--- config.mk ---
export PLATFORM = sky130hd
export DESIGN_NAME = tws_master_tx
export DESIGN_NICKNAME = d
export VERILOG_FILES = /design/src/rtl/tws_pkg.sv /design/src/rtl/tws_master_tx.sv /design/src/rtl/tws_sync.sv
export SDC_FILE = /design/constraint.sdc
export NUM_CORES = 1
export LEC_CHECK = 0
export BUFFER_PORTS_ARGS = -buffer_cell sky130_fd_sc_hd__buf_2
export CORE_ASPECT_RATIO = 0.5
export CORE_UTILIZATION = 61
export DETAILED_ROUTE_END_ITERATION = 8
export PLACE_DENSITY = 0.78
export SYNTH_ARGS = -nofsm -noshare
export SYNTH_HDL_FRONTEND = slang
export SYNTH_SLANG_ARGS = --single-unit
--- constraint.sdc ---
create_clock -name core_clk -period 4.2 [get_ports core_clk]
set_input_delay 1.05 -clock core_clk [delete_from_list [all_inputs] [get_ports core_clk]]
set_output_delay 1.05 -clock core_clk [all_outputs]
set_load 0.01 [all_outputs]
--- src/rtl/tws_pkg.sv ---
// Shared constants, register layout and state types of the two-wire master transmitter
`default_nettype none
package tws_pkg;
    // =========================================================================
    // Register map
    // =========================================================================
    localparam int ADDR_W = 3;
    localparam logic [2:0] REG_CTRL = 3'h0;
    localparam logic [2:0] REG_STAT = 3'h1;
    localparam logic [2:0] REG_DATA = 3'h2;
    localparam logic [2:0] REG_RATE = 3'h3;
    localparam logic [2:0] REG_ROLE = 3'h4;

    // =========================================================================
    // Field positions and reset values
    // =========================================================================
    localparam int ROLE_MT = 0;
    localparam int ROLE_MR = 1;
    localparam int ROLE_ST = 2;
    localparam int ROLE_SR = 3;
    localparam int CODE_LSB = 3;
    localparam logic [7:0] CTRL_RST = 8'h00;
    localparam logic [7:0] RATE_RST = 8'h10;
    localparam logic [1:0] PS_RST = 2'h0;
    localparam logic [3:0] ROLE_RST = 4'hF;
    localparam logic [7:0] DATA_RST = 8'hFF;
    localparam logic [2:0] BIT_LAST = 3'h7;

    // =========================================================================
    // Status codes, prescaler bits taken as zero
    // =========================================================================
    localparam logic [7:0] CODE_NONE = 8'hF8;
    localparam logic [7:0] CODE_START = 8'h08;
    localparam logic [7:0] CODE_RSTART = 8'h10;
    localparam logic [7:0] CODE_AW_ACK = 8'h18;
    localparam logic [7:0] CODE_AW_NACK = 8'h20;
    localparam logic [7:0] CODE_D_ACK = 8'h28;
    localparam logic [7:0] CODE_D_NACK = 8'h30;
    localparam logic [7:0] CODE_ARB_LOST = 8'h38;
    localparam logic [7:0] CODE_AR_ACK = 8'h40;
    localparam logic [7:0] CODE_AR_NACK = 8'h48;

    // Control register, bit 7 down to bit 0
    typedef struct packed {
        logic flag;
        logic ack_enable;
        logic sta;
        logic sto;
        logic write_collision;
        logic en;
        logic rsv;
        logic event_irq_enable;
    } tws_ctrl_t;

    typedef enum logic [3:0] {
        TS_IDLE, TS_WAIT_FREE, TS_START_HI, TS_START_LO, TS_HOLD,
        TS_BIT_LO, TS_BIT_HI, TS_ACK_LO, TS_ACK_HI,
        TS_STOP_LO, TS_STOP_HI, TS_STOP_END, TS_RS_LO, TS_RS_HI
    } tws_state_t;
endpackage : tws_pkg
`default_nettype wire

--- src/rtl/tws_master_tx.sv ---
// Two-wire master transmitter with register port and open-drain bus pins
//
// Chosen here: the strobed register port and the address map.
`default_nettype none
module tws_master_tx (
    input wire logic core_clk,
    input wire logic rstn,
    input wire logic [tws_pkg::ADDR_W-1:0] reg_addr,
    input wire logic [7:0] reg_wdata,
    input wire logic reg_wr,
    input wire logic reg_rd,
    output logic [7:0] reg_rdata,
    input wire logic scl_in,
    output logic scl_out,
    output logic scl_oe,
    input wire logic sda_in,
    output logic sda_out,
    output logic sda_oe,
    output logic irq
);
    tws_pkg::tws_ctrl_t ctl_q, ctl_d, wctl;
    tws_pkg::tws_state_t st_q, st_d;
    logic [7:0] code_q, code_d, data_q, sh_q, sh_d, rdata_q, rdata_d;
    logic [7:0] rate_q;
    logic [1:0] ps_q;
    logic [3:0] role_q;
    logic [2:0] bit_q, bit_d;
    logic [15:0] cnt_q, cnt_d;
    logic lost_q, lost_d, addr_ph_q, addr_ph_d, mrx_q, mrx_d, rs_q, rs_d;
    logic busy_q, sda_p_q, scl_oe_q, sda_oe_q, irq_q, low_q;
    logic scl_s, sda_s;

    // =========================================================================
    // Pin synchronisers
    // =========================================================================
    tws_sync #(.W(2), .RST_VAL(2'h3)) u_sync (
        .core_clk(core_clk),
        .rstn(rstn),
        .d({scl_in, sda_in}),
        .q({scl_s, sda_s})
    );

    // =========================================================================
    // Register decode
    // =========================================================================
    wire wr_ctrl = reg_wr && (reg_addr == tws_pkg::REG_CTRL);
    wire wr_data = reg_wr && (reg_addr == tws_pkg::REG_DATA);
    wire wr_stat = reg_wr && (reg_addr == tws_pkg::REG_STAT);
    wire wr_rate = reg_wr && (reg_addr == tws_pkg::REG_RATE);
    wire wr_role = reg_wr && (reg_addr == tws_pkg::REG_ROLE);
    assign wctl = tws_pkg::tws_ctrl_t'(reg_wdata);
    // A flag write only counts when enable stays set in the same write
    wire clr = wr_ctrl && wctl.flag && wctl.en;
    // Enable as it stands after this edge, so a start written with enable is not lost
    wire en_now = wr_ctrl ? wctl.en : ctl_q.en;
    wire go = clr && ctl_q.flag && (st_q == tws_pkg::TS_HOLD);
    wire master_ok = role_q[tws_pkg::ROLE_MT] || role_q[tws_pkg::ROLE_MR];
    wire dir_ok = data_q[0] ? role_q[tws_pkg::ROLE_MR] : role_q[tws_pkg::ROLE_MT];
    wire start_req = clr && wctl.sta && !wctl.sto && master_ok
                     && (st_q == tws_pkg::TS_IDLE);

    // =========================================================================
    // Bit timing: half period is (rate+1) times 4 to the prescaler power
    // =========================================================================
    wire [15:0] rate_ext = {8'h00, rate_q} + 16'h0001;
    wire [15:0] half_w = rate_ext << {ps_q, 1'b0};
    wire hi_st = (st_q == tws_pkg::TS_START_HI) || (st_q == tws_pkg::TS_BIT_HI)
                 || (st_q == tws_pkg::TS_ACK_HI) || (st_q == tws_pkg::TS_STOP_HI)
                 || (st_q == tws_pkg::TS_RS_HI);
    // High phases wait for the wire itself so a slave may stretch the clock
    wire done = (cnt_q == 16'h0000) && (!hi_st || scl_s);
    wire ack_w = !sda_s;
    wire lose = sh_q[7] && !sda_s; // Sent high but read low: another master won

    // =========================================================================
    // Sequencer
    // =========================================================================
    logic ev_set, stop_done;
    always_comb begin
        st_d = st_q;
        sh_d = sh_q;
        bit_d = bit_q;
        lost_d = lost_q;
        addr_ph_d = addr_ph_q;
        mrx_d = mrx_q;
        rs_d = rs_q;
        ev_set = 1'b0;
        code_d = code_q;
        stop_done = 1'b0;
        case (st_q)
            tws_pkg::TS_IDLE: begin
                if (start_req) begin
                    st_d = tws_pkg::TS_WAIT_FREE;
                    rs_d = 1'b0;
                end
            end
            tws_pkg::TS_WAIT_FREE: if (!busy_q) st_d = tws_pkg::TS_START_HI;
            tws_pkg::TS_START_HI: if (done) st_d = tws_pkg::TS_START_LO;
            tws_pkg::TS_START_LO: begin
                if (done) begin
                    st_d = tws_pkg::TS_HOLD;
                    ev_set = 1'b1;
                    code_d = rs_q ? tws_pkg::CODE_RSTART : tws_pkg::CODE_START;
                    addr_ph_d = 1'b1;
                    mrx_d = 1'b0;
                    lost_d = 1'b0;
                end
            end
            tws_pkg::TS_HOLD: begin
                if (go) begin
                    if (lost_q) begin
                        st_d = wctl.sta ? tws_pkg::TS_WAIT_FREE : tws_pkg::TS_IDLE;
                        rs_d = 1'b0;
                    end else if (wctl.sto) begin
                        st_d = tws_pkg::TS_STOP_LO;
                    end else if (wctl.sta) begin
                        st_d = tws_pkg::TS_RS_LO;
                        rs_d = 1'b1;
                    end else if (mrx_q || (addr_ph_q && !dir_ok)) begin
                        st_d = tws_pkg::TS_STOP_LO;
                    end else begin
                        st_d = tws_pkg::TS_BIT_LO;
                        sh_d = data_q;
                        bit_d = tws_pkg::BIT_LAST;
                    end
                end
            end
            tws_pkg::TS_BIT_LO: if (done) st_d = tws_pkg::TS_BIT_HI;
            tws_pkg::TS_BIT_HI: begin
                if (done) begin
                    if (lose) begin
                        st_d = tws_pkg::TS_HOLD;
                        ev_set = 1'b1;
                        code_d = tws_pkg::CODE_ARB_LOST;
                        lost_d = 1'b1;
                    end else begin
                        sh_d = {sh_q[6:0], 1'b0};
                        bit_d = bit_q - 3'h1;
                        st_d = (bit_q == 3'h0) ? tws_pkg::TS_ACK_LO : tws_pkg::TS_BIT_LO;
                    end
                end
            end
            tws_pkg::TS_ACK_LO: if (done) st_d = tws_pkg::TS_ACK_HI;
            tws_pkg::TS_ACK_HI: begin
                if (done) begin
                    st_d = tws_pkg::TS_HOLD;
                    ev_set = 1'b1;
                    addr_ph_d = 1'b0;
                    if (addr_ph_q && data_q[0]) begin
                        mrx_d = 1'b1;
                        code_d = ack_w ? tws_pkg::CODE_AR_ACK : tws_pkg::CODE_AR_NACK;
                    end else if (addr_ph_q) begin
                        code_d = ack_w ? tws_pkg::CODE_AW_ACK : tws_pkg::CODE_AW_NACK;
                    end else begin
                        code_d = ack_w ? tws_pkg::CODE_D_ACK : tws_pkg::CODE_D_NACK;
                    end
                end
            end
            tws_pkg::TS_STOP_LO: if (done) st_d = tws_pkg::TS_STOP_HI;
            tws_pkg::TS_STOP_HI: if (done) st_d = tws_pkg::TS_STOP_END;
            tws_pkg::TS_STOP_END: begin
                if (done) begin
                    stop_done = 1'b1;
                    rs_d = 1'b0;
                    st_d = ctl_q.sta ? tws_pkg::TS_WAIT_FREE : tws_pkg::TS_IDLE;
                end
            end
            tws_pkg::TS_RS_LO: if (done) st_d = tws_pkg::TS_RS_HI;
            tws_pkg::TS_RS_HI: if (done) st_d = tws_pkg::TS_START_HI;
            default: st_d = tws_pkg::TS_IDLE;
        endcase
        if (!en_now) begin
            st_d = tws_pkg::TS_IDLE;
            ev_set = 1'b0;
        end
    end

    // Counter restarts on every state change
    assign cnt_d = (st_d != st_q) ? half_w
                 : ((cnt_q != 16'h0000) && !(hi_st && !scl_s)) ? cnt_q - 16'h0001 : cnt_q;

    // =========================================================================
    // Pin drive: clock decoded from the next state, data from the current state, both pins from flops
    // =========================================================================
    wire scl_low_d = ((st_d == tws_pkg::TS_HOLD) && !lost_d)
                     || (st_d == tws_pkg::TS_START_LO) || (st_d == tws_pkg::TS_BIT_LO)
                     || (st_d == tws_pkg::TS_ACK_LO) || (st_d == tws_pkg::TS_STOP_LO)
                     || (st_d == tws_pkg::TS_RS_LO);
    // Data follows the current state, a cycle behind the clock, so it never moves
    // together with a clock edge on the wire and fakes a START or STOP
    wire bit_st = (st_q == tws_pkg::TS_BIT_LO) || (st_q == tws_pkg::TS_BIT_HI);
    wire sda_low_d = (bit_st && !sh_q[7])
                     || (st_q == tws_pkg::TS_START_HI) || (st_q == tws_pkg::TS_START_LO)
                     || (st_q == tws_pkg::TS_STOP_LO) || (st_q == tws_pkg::TS_STOP_HI);

    // =========================================================================
    // Control register next value; a hardware set wins over a clear
    // =========================================================================
    always_comb begin
        ctl_d = ctl_q;
        if (wr_ctrl) begin
            ctl_d.ack_enable = wctl.ack_enable;
            ctl_d.sta = wctl.sta;
            ctl_d.sto = wctl.sto;
            ctl_d.en = wctl.en;
            ctl_d.event_irq_enable = wctl.event_irq_enable;
        end
        if (stop_done && !wr_ctrl) ctl_d.sto = 1'b0;
        ctl_d.flag = ev_set || (ctl_q.flag && !clr && ctl_q.en);
        if (wr_data) ctl_d.write_collision = !ctl_q.flag;
        ctl_d.rsv = 1'b0;
    end

    wire [7:0] rd_sel = (reg_addr == tws_pkg::REG_CTRL) ? ctl_q
                      : (reg_addr == tws_pkg::REG_STAT) ? {code_q[7:3], 1'b0, ps_q}
                      : (reg_addr == tws_pkg::REG_DATA) ? data_q
                      : (reg_addr == tws_pkg::REG_RATE) ? rate_q
                      : (reg_addr == tws_pkg::REG_ROLE) ? {busy_q, mrx_q, lost_q, 1'b0, role_q}
                      : 8'h00;
    assign rdata_d = reg_rd ? rd_sel : 8'h00;

    // =========================================================================
    // Register and state flops
    // =========================================================================
    always_ff @(posedge core_clk) begin
        if (!rstn) begin
            ctl_q <= tws_pkg::CTRL_RST;
            st_q <= tws_pkg::TS_IDLE;
            code_q <= tws_pkg::CODE_NONE;
            data_q <= tws_pkg::DATA_RST;
            rate_q <= tws_pkg::RATE_RST;
            ps_q <= tws_pkg::PS_RST;
            role_q <= tws_pkg::ROLE_RST;
            rdata_q <= 8'h00;
        end else begin
            ctl_q <= ctl_d;
            st_q <= st_d;
            code_q <= code_d;
            if (wr_data && ctl_q.flag) data_q <= reg_wdata;
            if (wr_rate) rate_q <= reg_wdata;
            if (wr_stat) ps_q <= reg_wdata[1:0];
            if (wr_role) role_q <= reg_wdata[3:0];
            rdata_q <= rdata_d;
        end
    end

    // Shifter, counters and bus observers
    always_ff @(posedge core_clk) begin
        if (!rstn) begin
            sh_q <= 8'h00;
            bit_q <= 3'h0;
            cnt_q <= 16'h0000;
            lost_q <= 1'b0;
            addr_ph_q <= 1'b0;
            mrx_q <= 1'b0;
            rs_q <= 1'b0;
            busy_q <= 1'b0;
            sda_p_q <= 1'b1;
        end else begin
            sh_q <= sh_d;
            bit_q <= bit_d;
            cnt_q <= cnt_d;
            lost_q <= lost_d;
            addr_ph_q <= addr_ph_d;
            mrx_q <= mrx_d;
            rs_q <= rs_d;
            sda_p_q <= sda_s;
            // START seen sets busy, STOP seen clears it
            if (scl_s && sda_p_q && !sda_s) busy_q <= 1'b1;
            else if (scl_s && !sda_p_q && sda_s) busy_q <= 1'b0;
        end
    end

    // Output flops
    always_ff @(posedge core_clk) begin
        if (!rstn) begin
            scl_oe_q <= 1'b0;
            sda_oe_q <= 1'b0;
            irq_q <= 1'b0;
            low_q <= 1'b0;
        end else begin
            scl_oe_q <= scl_low_d;
            sda_oe_q <= sda_low_d;
            irq_q <= ctl_d.flag && ctl_d.event_irq_enable;
            low_q <= 1'b0;
        end
    end

    assign reg_rdata = rdata_q;
    assign scl_out = low_q;
    assign sda_out = low_q;
    assign scl_oe = scl_oe_q;
    assign sda_oe = sda_oe_q;
    assign irq = irq_q;
endmodule : tws_master_tx
`default_nettype wire

--- src/rtl/tws_sync.sv ---
// Two-flop synchroniser for asynchronous bus pins
`default_nettype none
module tws_sync #(
    parameter int W = 2,
    parameter logic [W-1:0] RST_VAL = '1
) (
    input wire logic core_clk,
    input wire logic rstn,
    input wire logic [W-1:0] d,
    output logic [W-1:0] q
);
    logic [W-1:0] meta_q;

    // =========================================================================
    // Synchroniser chain; the first stage feeds only the second
    // =========================================================================
    always_ff @(posedge core_clk) begin
        if (!rstn) begin
            meta_q <= RST_VAL;
            q <= RST_VAL;
        end else begin
            meta_q <= d;
            q <= meta_q;
        end
    end
endmodule : tws_sync
`default_nettype wire

==> impl_metrics.yaml <==
clock_tree:
  clock-sinks: 86
  clock_latency_ns: 0.35
  ctsResizeCount: 0
  root_buffer: "clkbuf_16"
  hold_buffers: 0
  path_clk_slew_ns: 0.06
  clk_path_buf_depth: 2
  htreeDepth: 3
  numCtsBuffers: 9
  cts_tree: "done"
  post-cts-setup-buffers: 0
sta:
  fmax_mhz: 288
  tightestPinTransition_ns: 0.780
  skew_ns: 0.00690
  relSlewSlack_pct: 46.7
  setup_viol: 0
  rsz0062_at_grt: "no"
  hold_viol_final: 0
  min_period_over_period_pct: 82.6
  fin_crit_ns: 3.47
  maxSlewViolCount: 0
  setup_tns_ns: 0
critical_path:
  cp_data_required_time_ns: 4.47
  reg2reg_slack_ns: 0.73
  critPathMaxFanout: 12
  critPathArrivalTime_ns: 3.75
  crit_type: "register to register"
  start_kind: "register"
  endpoint_kind: "register"
finish:
  final_common_cell: "nand2_1"
  nets: 663
  n_antenna_cell: 0
  layout_common_cells: "nand2_1 (103), dfxtp_1 (86), nor2_1 (58), a21oi_1 (47), nand3_1 (31)"
  area_growth_pct: 8.52
  nFillCells: 643
  seqCellArea_um2: 1720
  multi_input_area_um2: 3010
  drive_gt1_share_pct: 12.7
  fin_area_um2: 5420
synth:
  synth_top_area_share_pct: 34.5
  synth_edf_count: 0
  yosysWarnings: 0
  yosysTopAreaCell: "dfxtp_1"
  synth_area_leaders: "dfxtp_1 (34%), nand2_1 (7.7%), a21oi_1 (4.7%), nor2_1 (4.4%), mux2i_1 (4.2%)"
  synthesis.instances: 638
  ys_types: 73
  synthFlopType: "dfxtp_1"
  seq_area_frac_synth_pct: 34.5
  syn_area_um2: 4990
  avgSynthCellArea_um2: 7.83
  synth_seq_cells: 86
  synth-async-reset-ratio_pct: 0
grt:
  overflow: 0
  antenna_found_initial: 0
  grt_max_degree: 38
  grtUsageTotal_pct: 33.0
  grt_pass1_vias: 4143
  grt_pass1_wl_mm: 21.4
routing:
  viasPerCell: 6.27
  wl_per_cell_um: 17.7
  ant_nets: 0
  dr.pass1.iters: 5
  num_vias: 4721
  drtIter0Drc: 458
  wirelength_mm: 13.3
  drc_errors: 0
power:
  vdd_drop_max_mv: 0.354
  powerDensity_nw_per_um2: 457
  cellLeakagePower_uw: 0.00220
status:
  status: "completed"
placement:
  port_buffers: 27
  gp_congestion: 0.949
  placed_area_um2: 5130
  dp_hpwl_mm: 9.41
flow_run:
  max_cap_viol_count: 0
floorplanning:
  initial_utilization_pct: 65.5
  rows: 22
  core_um2: 7620
  fp.dieW_um: 130
  dieArea_um2: 8570
  num_io_pins: 30
  chipHeight_um: 66.0
hold_path:
  min_path_type: "register to register"
-- logic make-up (layout without fill, tap and decap cells) --
family	count (synthesis)	after routing	synth area share [%]
AND/OR/NAND/NOR	293	293	29.5
XOR/XNOR	23	23	4.03
multiplexers	27	27	5.79
AO/OA/AOI/OAI	143	143	19.4
flip-flops	86	86	34.5
buffers and inverters	59	65	5.24
other	1	2	0.0751
adder cells (fa/ha/maj)	6	6	1.50
-- area by class of cell --
| class | count | share of cell area, % |
|---|---|---|
| clock buffers | 10 | 4.41 |
| clock inverters | 6 | 0.993 |
| inverters | 12 | 0.831 |
| multi-input cells | 494 | 55.6 |
| flip-flops and latches | 86 | 31.8 |
| well taps | 108 | 2.49 |
| repair buffers | 37 | 3.88 |
-- sequential cells by signal, summed over array words and instances, names as in the netlist --
register       count
irq                1
u_sync.meta_q      2
u_sync.q           2
sda_oe             1
mrx_q              1
sh_q               8
sda_p_q            1
lost_q             1
cnt_q             16
ctl_q              7
rate_q             8
bit_q              3
scl_oe             1
addr_ph_q          1
role_q             4
data_q             8
busy_q             1
ps_q               2
reg_rdata          8
rs_q               1
code_q             5
st_q               4
-- path summary, 6_finish.rpt --
kind / startpoint / end / cells after the start
worst max-delay path: cnt_q[6] / cnt_q[2] / 8
worst min-delay path: u_sync.meta_q[1] / u_sync.q[1] / 1
worst min register to register: u_sync.meta_q[1] / u_sync.q[1] / 1
worst max register to register: cnt_q[6] / cnt_q[2] / 8
-- stage by stage --
| stage | util [%] | total power, uW | instances | hold WS [ns] | setup slack [ns] |
|---|---|---|---|---|---|
| 3_3_place_gp | 67.2 | 1690 | 737 | 0.389 | 0.638 |
| 5_1_grt | 71.1 | 2590 | 753 | 0.420 | 0.457 |
| 3_5_place_dp | 67.2 | 1700 | 737 | 0.394 | 0.560 |
| 4_1_cts | 71.1 | 2470 | 753 | 0.414 | 0.758 |
| 6_report | 71.1 | 2480 | 753 | 0.412 | 0.729 |
| 2_1_floorplan | - | 1570 | 639 | 0.386 | 0.819 |
-- worst max-delay path, stage by stage (launching register included) --
cell and delay [ns]:
dfxtp_1 0.35, or4_1 0.75, nor4_4 0.48, and2_1 0.30, mux2i_1 0.36, mux2i_1 0.34
nand4_2 0.24, nor2_4 0.35, mux2i_1 0.22
-- cell usage after synthesis (6+ instances only) --
cell and number:
nand2_1 103, dfxtp_1 86, nor2_1 58, a21oi_1 47, clkbuf_1 33, nand3_1 31, o21ai_0 25, mux2i_1 21
nor2b_1 19, nand4_1 15, xor2_1 14, inv_1 11, nor3_1 10, a311oi_1 9, and3_1 9, nand2b_1 9
xnor2_1 9, nor4_1 8, ha_1 6, o211ai_1 6, o22a_1 6
-- layer usage --
metal	global-route usage [%]	part of all wire [%]	vias up
met3	6.55	9.3	22
met5	0	0	-
met4	9.16	1.6	0
met2	50.7	42	206
met1	47.0	47	2214
li1	-	-	2279
-- report_power, final --
group / internal (uW) / switching [uW] / total (uW)
combinational: 295 / 427 / 722
clock: 426 / 352 / 779
sequential: 893 / 81.6 / 975
total: 1610 / 861 / 2480
Note: power is estimated with default switching activity, not from simulation.
